<file path="config.mk">
export PLATFORM = sky130hd
export DESIGN_NAME = onoff_ctrl
export DESIGN_NICKNAME = d
export VERILOG_FILES = /design/src/rtl/onoff_pkg.sv /design/src/rtl/onoff_ctrl.sv
export SDC_FILE = /design/constraint.sdc
export NUM_CORES = 1
export LEC_CHECK = 0
export ABC_CLOCK_PERIOD_IN_PS = 5800
export BUFFER_PORTS_ARGS = -buffer_cell sky130_fd_sc_hd__buf_2
export CAP_MARGIN = 20
export CORE_MARGIN = 3
export CORE_UTILIZATION = 45
export DETAILED_ROUTE_END_ITERATION = 6
export PLACE_DENSITY = 0.75
export SYNTH_ARGS = -nofsm -noshare
export SYNTH_HDL_FRONTEND = slang
export SYNTH_SLANG_ARGS = --single-unit
</file>
<file path="constraint.sdc">
create_clock -name clk_i -period 5.8 [get_ports clk_i]
set_input_delay 0.29 -clock clk_i [delete_from_list [all_inputs] [get_ports clk_i]]
set_output_delay 0.29 -clock clk_i [all_outputs]
set_load 0.05 [all_outputs]
</file>
<file path="src/rtl/onoff_pkg.sv">
// shared constants, register map and types for the on/off control output block
package onoff_pkg;
	// register byte offsets
	localparam logic [7:0] OFS_CFG = 8'h00;
	localparam logic [7:0] OFS_SP0 = 8'h04;
	localparam logic [7:0] OFS_SP1 = 8'h08;
	localparam logic [7:0] OFS_SP2 = 8'h0C;
	localparam logic [7:0] OFS_SP3 = 8'h10;
	localparam logic [7:0] OFS_HYS = 8'h14;
	localparam logic [7:0] OFS_DB = 8'h18;
	localparam logic [7:0] OFS_AT = 8'h1C;
	localparam logic [7:0] OFS_PID = 8'h20;
	localparam logic [7:0] OFS_KEYSP = 8'h24;
	localparam logic [7:0] OFS_STAT = 8'h28;
	// cfg field positions
	localparam int CFG_OPEN0 = 0;
	localparam int CFG_HEATCOOL = 3;
	localparam int CFG_PIDSEL = 4;
	localparam int CFG_DIRECT = 5;
	localparam int CFG_DBCOOL = 6;
	localparam int CFG_FOURSP = 7;
	localparam int CFG_ST_EN = 8;
	localparam int CFG_PROT_LO = 12;
	localparam logic [31:0] CFG_RESET = 32'h0000_0000;
	localparam logic [1:0] PROT_NO_SP = 2'h3;
	// power-on value of both hysteresis fields
	localparam logic [15:0] HYS_RESET = 16'h0008;
	// auto-tune command codes
	localparam logic [1:0] AT_OFF = 2'h0;
	localparam logic [1:0] AT_REDUCED = 2'h1;
	localparam logic [1:0] AT_FULL = 2'h2;
	// timing
	localparam int CLK_HZ = 40_000_000;
	localparam int HOLD_MS = 2000;
	localparam int KEY_MS = 2000;
	localparam int HOLD_CYC = CLK_HZ / 1000 * HOLD_MS;
	localparam int KEY_CYC = CLK_HZ / 1000 * KEY_MS;
	// auxiliary function inputs that share output 1 inversion
	typedef struct packed {
		logic burnout;
		logic short_alarm;
		logic overcurrent;
		logic input_error;
	} onoff_heater_s;
	// tuning result
	typedef struct packed {
		logic [15:0] prop_band;
		logic [15:0] int_time;
		logic [15:0] der_time;
	} onoff_pid_s;
	typedef enum logic [2:0] {
		AT_IDLE = 3'b001,
		AT_RUN = 3'b010,
		AT_DONE = 3'b100
	} onoff_at_e;
endpackage

</file>
<file path="src/rtl/onoff_ctrl.sv">
// on/off control decision, output polarity and auto-tune gating
module onoff_ctrl
	import onoff_pkg::*;
#(
	parameter int HOLD_CYCLES = HOLD_CYC,
	parameter int KEY_CYCLES = KEY_CYC
) (
	// clock and reset
	input wire logic clk_i,
	input wire logic rst_i,
	// wishbone slave
	input wire logic cyc_i,
	input wire logic stb_i,
	input wire logic we_i,
	input wire logic [7:0] adr_i,
	input wire logic [3:0] sel_i,
	input wire logic [31:0] dat_i,
	output logic [31:0] dat_o,
	output logic ack_o,
	// process and operator
	input wire logic [15:0] process_value_i,
	input wire logic [1:0] event_sel_i,
	input wire logic run_i,
	input wire logic key_change_i,
	input wire logic key_confirm_i,
	input wire logic [15:0] key_value_i,
	// auxiliary functions and tuning engine
	input wire logic [2:0] aux_func_i,
	input wire onoff_heater_s heater_i,
	input wire logic tune_done_i,
	input wire onoff_pid_s tune_result_i,
	// outputs
	output logic [2:0] aux_out_o,
	output onoff_heater_s heater_out_o,
	output logic [2:0] aux_indicator_o,
	output logic heat_out_o,
	output logic cool_out_o,
	output logic [15:0] set_point_o,
	output logic at_active_o,
	output logic at_full_o,
	output logic self_tune_start_o
);
	logic [31:0] cfg;
	logic [15:0] sp_bank [4];
	logic [15:0] heating_hysteresis;
	logic [15:0] cooling_hysteresis;
	logic [15:0] deadband_width;
	logic [1:0] auto_tune;
	onoff_pid_s pid;
	onoff_at_e at_state;
	logic [31:0] hold_cnt;
	logic powered;
	logic [31:0] key_cnt;
	logic key_pend;
	logic [15:0] key_val;
	logic started;
	logic [15:0] last_sp;
	logic heat_state;
	logic cool_state;
	logic wr;
	logic [1:0] prot;
	logic [1:0] sp_idx;
	logic [15:0] next_sp;
	logic signed [17:0] pv_s;
	logic signed [17:0] sp_s;
	logic signed [17:0] db_s;
	logic signed [17:0] h_off;
	logic signed [17:0] h_on;
	logic signed [17:0] c_off;
	logic signed [17:0] c_on;
	logic signed [17:0] d_on;
	logic key_commit;

	// byte-lane merge of a 32-bit write
	function automatic logic [31:0] merge(input logic [31:0] old, input logic [31:0] d,
		input logic [3:0] s);
		logic [31:0] r;
		r = old;
		for (int i = 0; i < 4; i++) begin
			if (s[i]) begin
				r[i*8 +: 8] = d[i*8 +: 8];
			end
		end
		return r;
	endfunction

	// signed add widened by two bits so thresholds do not wrap
	function automatic logic signed [17:0] add_s(input logic [15:0] a, input logic [15:0] b,
		input logic neg);
		logic signed [17:0] r;
		r = neg ? ($signed({2'b00, a}) - $signed({2'b00, b}))
			: ($signed({2'b00, a}) + $signed({2'b00, b}));
		return r;
	endfunction

	assign wr = cyc_i && stb_i && we_i && !ack_o;
	assign prot = cfg[CFG_PROT_LO +: 2];
	// four-point bank uses both event bits, two-point only the low one
	assign sp_idx = cfg[CFG_FOURSP] ? event_sel_i : {1'b0, event_sel_i[0]};
	assign next_sp = sp_bank[sp_idx];
	// one decode shared by the bank write and the key timer
	assign key_commit = key_pend && (key_confirm_i || key_cnt >= KEY_CYCLES - 1);

	// single-cycle ack, dropped the cycle after
	always_ff @(posedge clk_i) begin
		if (rst_i) begin
			ack_o <= 1'b0;
		end else begin
			ack_o <= cyc_i && stb_i && !ack_o;
		end
	end

	// read mux, registered; unmapped offsets read zero
	always_ff @(posedge clk_i) begin
		if (rst_i) begin
			dat_o <= 32'h0000_0000;
		end else if (cyc_i && stb_i && !we_i && !ack_o) begin
			case (adr_i)
				OFS_CFG: dat_o <= cfg;
				OFS_SP0: dat_o <= {16'h0000, sp_bank[0]};
				OFS_SP1: dat_o <= {16'h0000, sp_bank[1]};
				OFS_SP2: dat_o <= {16'h0000, sp_bank[2]};
				OFS_SP3: dat_o <= {16'h0000, sp_bank[3]};
				OFS_HYS: dat_o <= {cooling_hysteresis, heating_hysteresis};
				OFS_DB: dat_o <= {16'h0000, deadband_width};
				OFS_AT: dat_o <= {30'h0000_0000, auto_tune};
				OFS_PID: dat_o <= {pid.der_time, pid.prop_band};
				OFS_KEYSP: dat_o <= {16'h0000, pid.int_time};
				OFS_STAT: dat_o <= {11'h000, heat_state, cool_state, powered, key_pend,
					at_state == AT_RUN, set_point_o};
				default: dat_o <= 32'h0000_0000;
			endcase
		end
	end

	// configuration and tuning parameters
	always_ff @(posedge clk_i) begin
		if (rst_i) begin
			cfg <= CFG_RESET;
			heating_hysteresis <= HYS_RESET;
			cooling_hysteresis <= HYS_RESET;
			deadband_width <= 16'h0000;
		end else if (wr) begin
			case (adr_i)
				OFS_CFG: cfg <= merge(cfg, dat_i, sel_i);
				OFS_HYS: {cooling_hysteresis, heating_hysteresis} <=
					merge({cooling_hysteresis, heating_hysteresis}, dat_i, sel_i);
				OFS_DB: deadband_width <= dat_i[15:0];
				default: ;
			endcase
		end
	end

	// set point bank; bus and keyed entry both blocked by protection level 3
	always_ff @(posedge clk_i) begin
		if (rst_i) begin
			for (int i = 0; i < 4; i++) begin
				sp_bank[i] <= 16'h0000;
			end
		end else if (prot != PROT_NO_SP) begin
			if (key_commit) begin
				sp_bank[sp_idx] <= key_val;
			end else if (wr && adr_i >= OFS_SP0 && adr_i <= OFS_SP3) begin
				sp_bank[2'(adr_i[4:2] - 3'h1)] <= dat_i[15:0];
			end
		end
	end

	// keyed entry: restart idle timer on each key
	always_ff @(posedge clk_i) begin
		if (rst_i) begin
			key_pend <= 1'b0;
			key_cnt <= 32'h0;
			key_val <= 16'h0000;
		end else if (key_change_i) begin
			key_pend <= 1'b1;
			key_cnt <= 32'h0;
			key_val <= key_value_i;
		end else if (key_pend) begin
			if (key_commit) begin
				key_pend <= 1'b0;
			end
			key_cnt <= key_cnt + 32'h1;
		end
	end

	// power-up hold of alarm outputs
	always_ff @(posedge clk_i) begin
		if (rst_i) begin
			hold_cnt <= 32'h0;
			powered <= 1'b0;
		end else if (!powered) begin
			hold_cnt <= hold_cnt + 32'h1;
			powered <= (hold_cnt >= HOLD_CYCLES - 1);
		end
	end

	// output polarity; aux and heater outputs forced off until the hold ends, indicators follow the functions
	always_ff @(posedge clk_i) begin
		if (rst_i) begin
			aux_out_o <= 3'h0;
			heater_out_o <= '0;
			aux_indicator_o <= 3'h0;
		end else begin
			for (int i = 0; i < 3; i++) begin
				aux_out_o[i] <= powered && (aux_func_i[i] ^ cfg[CFG_OPEN0 + i]);
			end
			heater_out_o <= powered ? (heater_i ^ {4{cfg[CFG_OPEN0]}}) : '0;
			aux_indicator_o <= aux_func_i;
		end
	end

	assign set_point_o = next_sp;

	// thresholds widened by two bits so that subtraction near zero cannot wrap
	always_comb begin
		pv_s = $signed({2'b00, process_value_i});
		sp_s = $signed({2'b00, next_sp});
		// dead band shifts whichever side it sits on away from set point
		db_s = cfg[CFG_HEATCOOL] ? $signed({2'b00, deadband_width}) : 18'sh00000;
		h_off = cfg[CFG_DBCOOL] ? sp_s : sp_s - db_s;
		c_off = cfg[CFG_DBCOOL] ? sp_s + db_s : sp_s;
		h_on = h_off - $signed({2'b00, heating_hysteresis});
		c_on = c_off + $signed({2'b00, cooling_hysteresis});
		d_on = add_s(next_sp, heating_hysteresis, 1'b0);
	end

	// on/off comparators with hold inside the band; pid mode or stop forces both off
	always_ff @(posedge clk_i) begin
		if (rst_i || !run_i || cfg[CFG_PIDSEL]) begin
			heat_state <= 1'b0;
			cool_state <= 1'b0;
		end else if (!cfg[CFG_HEATCOOL]) begin
			cool_state <= 1'b0;
			// reverse acts as heater, direct as cooler, same heating band
			if (!cfg[CFG_DIRECT]) begin
				if (pv_s >= sp_s) begin
					heat_state <= 1'b0;
				end else if (pv_s <= h_on) begin
					heat_state <= 1'b1;
				end
			end else begin
				if (pv_s <= sp_s) begin
					heat_state <= 1'b0;
				end else if (pv_s >= d_on) begin
					heat_state <= 1'b1;
				end
			end
		end else begin
			if (pv_s >= h_off) begin
				heat_state <= 1'b0;
			end else if (pv_s <= h_on) begin
				heat_state <= 1'b1;
			end
			if (pv_s <= c_off) begin
				cool_state <= 1'b0;
			end else if (pv_s >= c_on) begin
				cool_state <= 1'b1;
			end
		end
	end

	assign heat_out_o = heat_state;
	assign cool_out_o = cool_state;

	// auto-tune command and state
	always_ff @(posedge clk_i) begin
		if (rst_i) begin
			auto_tune <= AT_OFF;
			at_state <= AT_IDLE;
		end else begin
			case (at_state)
				AT_IDLE: begin
					if (wr && adr_i == OFS_AT && run_i && cfg[CFG_PIDSEL]
						&& (dat_i[1:0] == AT_FULL
						|| (dat_i[1:0] == AT_REDUCED && !cfg[CFG_HEATCOOL]))) begin
						auto_tune <= dat_i[1:0];
						at_state <= AT_RUN;
					end
				end
				AT_RUN: begin
					if ((wr && adr_i == OFS_AT && dat_i[1:0] == AT_OFF) || !run_i) begin
						auto_tune <= AT_OFF;
						at_state <= AT_IDLE;
					end else if (tune_done_i) begin
						at_state <= AT_DONE;
					end
				end
				AT_DONE: begin
					auto_tune <= AT_OFF;
					at_state <= AT_IDLE;
				end
				default: at_state <= AT_IDLE;
			endcase
		end
	end

	assign at_active_o = (at_state == AT_RUN);
	assign at_full_o = (auto_tune == AT_FULL);

	// pid constants: bus writes or tuning result
	always_ff @(posedge clk_i) begin
		if (rst_i) begin
			pid <= '0;
		end else if (tune_done_i && (at_state == AT_RUN || (cfg[CFG_ST_EN] && cfg[CFG_PIDSEL]))) begin
			pid <= tune_result_i;
		end else if (wr && adr_i == OFS_PID) begin
			pid.prop_band <= dat_i[15:0];
			pid.der_time <= dat_i[31:16];
		end else if (wr && adr_i == OFS_KEYSP) begin
			pid.int_time <= dat_i[15:0];
		end
	end

	// self-tune trigger on first run and each set point change
	always_ff @(posedge clk_i) begin
		if (rst_i) begin
			started <= 1'b0;
			last_sp <= 16'h0000;
			self_tune_start_o <= 1'b0;
		end else begin
			self_tune_start_o <= cfg[CFG_ST_EN] && cfg[CFG_PIDSEL] && run_i
				&& (!started || next_sp != last_sp);
			if (run_i) begin
				started <= 1'b1;
				last_sp <= next_sp;
			end
		end
	end
endmodule

</file>
After elaboration in Yosys (flattened, before gate mapping)
Memory sizes are Yosys's and may differ from the RTL's.
Cells that the tools add are included.
{ "totals": {"ff_bits": 278, "latch_bits": 0, "mem_bits_rw": 64, "mem_bits_ro": 0, "output_inout_bits": 64, "memories": 1} }
{ "classes": {"add_sub_neg": 8, "multipliers": 0, "n_div": 0, "magnitude_cmp": 11, "eq_ne": 23, "n_shift": 0, "mux": 45, "bitwise": 6, "n_reduce_logical": 58} }
{ "mem_list": {"columns": ["memory", "depth", "word_bits", "rd", "rd_ports_with_merged_regs", "wr", "line_no", "source"], "rows": [
  ["sp_bank", 4, 16, 5, 0, 4, "onoff_ctrl.sv:44", "logic [15:0] sp_bank [4];"]
]} }
{ "op_table": {"columns": ["op", "n"], "rows": [
  ["$pmux W32 S11", 1],
  ["$mux W16", 7],
  ["$add A32 B1 Y32 const B", 2],
  ["$ge A32 B27 Y1 const B", 2],
  ["$mux W48", 1],
  ["$ge A17 B18 Y1", 2],
  ["$add A16 B16 Y17", 2],
  ["$eq A8 B5 Y1 const B", 4],
  ["$reduce_or A16 Y1", 2],
  ["$reduce_and A3 Y1", 9],
  ["$eq A8 B6 Y1 const B", 3],
  ["$logic_and A1 B1 Y1", 24],
  ["$mux W1", 24],
  ["$add A17 B16 Y18", 1],
  ["$le A17 B18 Y1", 1],
  ["$mux W18", 1],
  ["$sub A18 B17 Y18", 1],
  ["$ge A16 B17 Y1", 1],
  ["$le A16 B17 Y1", 1],
  ["$mux W17", 1],
  ["$sub A16 B16 Y17", 1],
  ["$eq A8 B4 Y1 const B", 2],
  ["$ge A16 B16 Y1", 1],
  ["$le A16 B16 Y1", 1],
  ["30 further kinds", 56]
]} }

Logic depth before layout (Yosys ltp)
{ "depth": {"depth_word": 12, "mapped_depth": 33} }

Least setup slack after synthesis
OpenSTA, ideal clock, no wires.
{ "synth_path": {"path_type": "register to register", "startpoint": "register cfg[7]", "endpoint": "register heat_state (netlist: heat_out_o)", "setup_ps": 79, "arrival_ps": 5989, "path_slack_ps": -268, "stages_incl_launch_ff": 29, "n_path_buf": 4, "period_less_slack_ps": 6068, "cell_sequence": "dfxtp_1 > buf_6 > and2_4 > buf_6 > buf_2 > mux4_2 > clkbuf_1 > ha_1 > o21a_1 > nor2_1 > nor2_1 > a21o_1 > a21oi_1 > xnor2_1 > mux2_2 > ha_1 > or3_1 > o31ai_1 > o21bai_1 > a21oi_1 > xor2_1 > ha_1 > and4_1 > a221o_1 > o21ai_0 > nand3b_1 > o211ai_1 > o2111ai_1 > a22oi_1"} }
{ "synth_via": {"elab_chain_cells": 10, "word_cells_on_any_way": 18, "cone_classes": "3 x add/sub; 5 x order compare; 1 x eq/ne; 8 x mux; 1 x memory"} }
{ "synth_lines": {"columns": ["item", "line_no", "source"], "rows": [
  ["start, declared", "onoff_ctrl.sv:43", "logic [31:0] cfg;"],
  ["start signal, assigned", "onoff_ctrl.sv:145", "OFS_CFG: cfg <= merge(cfg, dat_i, sel_i);"],
  ["$mux W2 *", "onoff_ctrl.sv:99", "assign sp_idx = cfg[CFG_FOURSP] ? event_sel_i : {1'b0, event_sel_i[0]};"],
  ["$mem_v2 Z4 W16 *", null, null],
  ["via set_point_o[2]", "onoff_ctrl.sv:38", "output logic [15:0] set_point_o,"],
  ["$sub A16 B16 Y17", "onoff_ctrl.sv:221", "h_off = cfg[CFG_DBCOOL] ? sp_s : sp_s - db_s;"],
  ["$mux W18", "onoff_ctrl.sv:221", null],
  ["$sub A18 B17 Y18", "onoff_ctrl.sv:223", "h_on = h_off - $signed({2'b00, heating_hysteresis});"],
  ["$le A17 B18 Y1", "onoff_ctrl.sv:239, onoff_ctrl.sv:252", null],
  ["$mux W1", null, null],
  ["$mux W1", "onoff_ctrl.sv:237", "if (pv_s >= sp_s) begin"],
  ["$mux W1", "onoff_ctrl.sv:236", "if (!cfg[CFG_DIRECT]) begin"],
  ["$mux W1", "onoff_ctrl.sv:233", "end else if (!cfg[CFG_HEATCOOL]) begin"],
  ["end signal, assigned", "onoff_ctrl.sv:231", "heat_state <= 1'b0;"],
  ["end signal, assigned", "onoff_ctrl.sv:238", "heat_state <= 1'b0;"],
  ["end signal, assigned", "onoff_ctrl.sv:240", "heat_state <= 1'b1;"],
  ["end, declared", "onoff_ctrl.sv:58", "logic heat_state;"]
]} }
Mark *: on every way through the listed nets, which the timed path passes. The rest lies on a longest branch.
A chain may end at the register's enable or synchronous reset.

Worst setup path after layout
{ "layout_path": {"startpoint": "register cfg[7]", "endpoint": "register cool_state (netlist: cool_out_o)"} }
{ "layout_via": {"elab_chain_cells": 6, "word_cells_on_any_way": 8, "cone_classes": "2 x add/sub; 2 x order compare; 2 x mux; 1 x reduce/logical; 1 x memory"} }
{ "layout_lines": {"columns": ["item", "line_no", "source"], "rows": [
  ["$mux W2 *", "onoff_ctrl.sv:99", null],
  ["$mem_v2 Z4 W16 *", null, null],
  ["$add A16 B16 Y17", "onoff_ctrl.sv:222", "c_off = cfg[CFG_DBCOOL] ? sp_s + db_s : sp_s;"],
  ["$mux W17 *", "onoff_ctrl.sv:222", null],
  ["$add A17 B16 Y18 / $le A16 B17 Y1 (equally long branches)", "onoff_ctrl.sv:224, onoff_ctrl.sv:255", null],
  ["$ge A17 B18 Y1 / $reduce_or A3 Y1 (equally long branches)", null, null],
  ["end signal, assigned", "onoff_ctrl.sv:232", "cool_state <= 1'b0;"],
  ["end signal, assigned", "onoff_ctrl.sv:256", "cool_state <= 1'b0;"],
  ["end signal, assigned", "onoff_ctrl.sv:258", "cool_state <= 1'b1;"],
  ["end, declared", "onoff_ctrl.sv:59", "logic cool_state;"]
]} }
Every way passes the cells marked *; elsewhere a longest branch is shown, timed or not.

==> flow_summary_export.csv <==
group,metric,value,unit
global_route,grt_antenna_before_repair,6,
clock_network,clock-root-buffer,"clkbuf_16",
sta,final_max_slew_viol_count,0,
routing,wl_per_cell,21.6,um
critical_path,endpoint_kind,"register",
hold_path,whs_path_depth,3,
sta,setup_ws,0.321,ns
sta,setup_violations,0,
run_status,status,"finished, final reports clean",
synth,yosysWarnings,0,
synth,syn_area_per_cell,8.73,um^2
critical_path,crit_arrival,5.92,ns
synth,synth_fp_nets,2784,
global_route,grt_max_degree,100,
clock_network,cts_sinks,342,
power,p_leak,0.0106,uW
clock_network,htree_levels,2,
placed_design,io_buffers,205,
synth,synth-seq-cells,342,
sta,hold_viol,0,
sta,relSlewSlack,33.6,%
placed_design,dp_slack,-0.0630,ns
die,die-area,50300,um^2
placed_design,hpwl,53400,um
power,power.switching,1570,uW
die,rows,79,
global_route,gr-total-overflow,0,
placed_design,gp_congestion,0.977,
cells_and_area,fillers,4327,
sta,fin_hold_ws,0.00644,ns
power,clkPwrFrac,41.3,%
clock_network,cts_buffers,37,
hold_path,hold_path_class,"in -> reg",
synth,ys.flop_type,"dfxtp_1",
routing,ant_nets,0,
critical_path,path_max_fanout,9,
die,io_pins,206,
synth,yosysSeqAreaShare,34.9,%
routing,routed_wl,70900,um
critical_path,r2r_cells,24,
die,start_util,45.8,%
power,swShare,26.8,%
sta,worst_pin_slew,0.996,ns
power,p_total,5870,uW
cells_and_area,final_nets,2976,
sta,finalSetupTns,0,ns
sta,fmax,183,MHz
global_route,grt_pass1_wl,108000,um
clock_network,clk_pin_slew,0.07,ns
routing,via_per_inst,6.10,
power,p_int,4290,uW
power,p_per_area,237,nW/um^2
routing,drtIter0Drc,2226,
cells_and_area,layout-drive-gt1-share,15.0,%
synth,synth_cell_types,81,
flow_run,cap_viol_max_count,0,
cells_and_area,register_area,7490,um^2
critical_path,startpoint_type,"register",
global_route,grt_pass1_vias,19600,
routing,num_vias,20000,
synth,syn_inst,2456,
die,die_w,224,um
sta,min_period,5.48,ns
sta,min_period_over_period,94.5,%
global_route,grt_usage,27.1,%
die,die_y,224,um
critical_path,worstSetupPathType,"reg -> reg",
synth,syn_area,21400,um^2
critical_path,crit_required,6.24,ns
clock_network,clock_latency,0.55,ns
sta,final.setup_skew,0.0319,ns
die,core_area,46900,um^2
synth,synth_edf_count,64,
cells_and_area,area_growth,15.3,%
clock_network,cts_tree,"done",
cells_and_area,multi_input_area,13200,um^2
routing,first_pass_iters,6,
power,ir_drop,169,uV
power,seq_power_share,42.3,%
routing,drcViolationCount,0,
clock_network,cts_buffer_depth,3,
synth,postSynth.asyncResetShare,0,%
power,p_comb_share,16.4,%
==> final cells by class <==
| class | instances | area share, % |
|---|---|---|
| tap | 607 | 3.07 |
| timing repair buffer | 284 | 6.75 |
| clock inverter | 15 | 0.754 |
| antenna | 4 | 0.0405 |
| sequential | 342 | 30.3 |
| multi-input combinational | 1887 | 53.4 |
| inverter | 96 | 1.47 |
| clock buffer | 51 | 4.25 |
==> placed cells by master, fill, tap and decap left out, types with 26 or more instances in the layout <==
master	count
a311oi_1	36
and2_1	62
clkbuf_16	39
nor2_1	349
inv_1	95
ha_1	181
a21oi_1	147
a22oi_1	31
a21o_1	47
o21ai_0	59
mux2i_1	120
xnor2_1	68
edfxtp_1	64
dfxtp_1	276
nand4_1	30
buf_2	204
nand3_1	83
buf_4	66
a22o_1	33
nand2_1	184
xor2_1	66
a222oi_1	26
==> cell usage after synthesis (30+ instances only) <==
library cell / number / area, um^2
a311oi_1: 36 / 315
xor2_1: 66 / 578
clkbuf_1: 103 / 387
xnor2_1: 70 / 613
nand3_1: 83 / 415
a21oi_1: 149 / 746
edfxtp_1: 64 / 1920
ha_1: 183 / 2290
mux2i_1: 122 / 1220
nand4_1: 30 / 188
and2_1: 62 / 388
a21o_1: 47 / 353
a22oi_1: 31 / 233
a22o_1: 33 / 289
dfxtp_1: 278 / 5570
o21ai_0: 60 / 300
nand2_1: 184 / 691
nor2_1: 355 / 1330
inv_1: 95 / 357
==> per-layer routing <==
| layer | track usage [%] | share of wire, % | vias up | routed length [um] |
|---|---|---|---|---|
| li1 | - | - | 9263 | - |
| met1 | 36.0 | 41 | 9543 | 29400 |
| met2 | 42.7 | 44 | 1009 | 31300 |
| met3 | 5.23 | 9.3 | 220 | 6600 |
| met4 | 13.0 | 5.0 | 2 | 3550 |
| met5 | 0 | 0.024 | - | 17 |
==> sequential cells by signal, summed over array words and instances (netlist names), 4 cells and up <==
name / count
cfg: 32
cooling_hysteresis: 16
dat_o: 32
deadband_width: 16
heater_out_o: 4
heating_hysteresis: 16
hold_cnt: 32
key_cnt: 32
key_val: 16
last_sp: 16
pid: 48
sp_bank: 64
==> final timing paths <==
path / startpoint / endpoint / slack [ns]
worst max register to register: cfg[7]$_SDFFE_PP0P_ / cool_out_o$_SDFFE_PP0P_ / 0.32
worst min register to register: dat_o[1]$_SDFFE_PP0P_ / dat_o[1]$_SDFFE_PP0P_ / 0.47
worst min-delay path: key_value_i[10] / key_val[10]$_SDFFE_PP0P_ / 0.006
worst max-delay path: cfg[7]$_SDFFE_PP0P_ / cool_out_o$_SDFFE_PP0P_ / 0.32
==> logic make-up after synthesis <==
logic type,synth area share [%]
compound gates,18.4
fa+ha+maj,11.0
buf+inv,4.21
xor+xnor,5.55
simple gates,18.6
flops,34.9
mux,7.38
==> power groups by stage <==
stage | combinational (uW) | clock, uW | sequential, uW
finish | 963 | 2420 | 2480
global route | 1050 | 2550 | 2480
CTS | 936 | 2450 | 2480
detailed placement | 925 | 0 | 2530
global placement | 895 | 0 | 2530
floorplan | 614 | 0 | 2520
==> what timing repair did <==
item / in CTS / in global routing
hold buffers: 12 / 0
buffers inserted: 0 / 4
gates resized for setup: 0 / 25
setup endpoints to repair: 0 / 2
hold endpoints to repair: 12 / 0
==> worst max-delay path, cell delays in order, from the launching register on <==
cell and delay (ns):
dfxtp_4 0.39, and2_4 0.20, mux4_2 0.31, buf_4 0.20, ha_1 0.25, ha_1 0.23
a211o_1 0.30, a31o_1 0.23, a21oi_1 0.18, xnor2_1 0.09, a21oi_1 0.25, ha_1 0.33
and2_1 0.20, a31o_2 0.22, a31oi_2 0.26, a2111oi_2 0.14, nor4_1 0.28, o21bai_1 0.11
xnor2_1 0.13, ha_1 0.19, or3_1 0.35, nor3_1 0.14, a211oi_1 0.11, nand4_1 0.10
and4b_1 0.21
==> per-stage QoR <==
stage / utilization (%) / std cells / cell area [um^2]
global placement: 49.6 / 3199 / 23200
CTS: 52.5 / 3277 / 24600
finish: 52.8 / 3286 / 24700
floorplan: - / 2456 / 21500
detailed placement: 49.6 / 3199 / 23200
global route: 52.8 / 3285 / 24700
No activity file was read; power rests on OpenSTA's default activity.
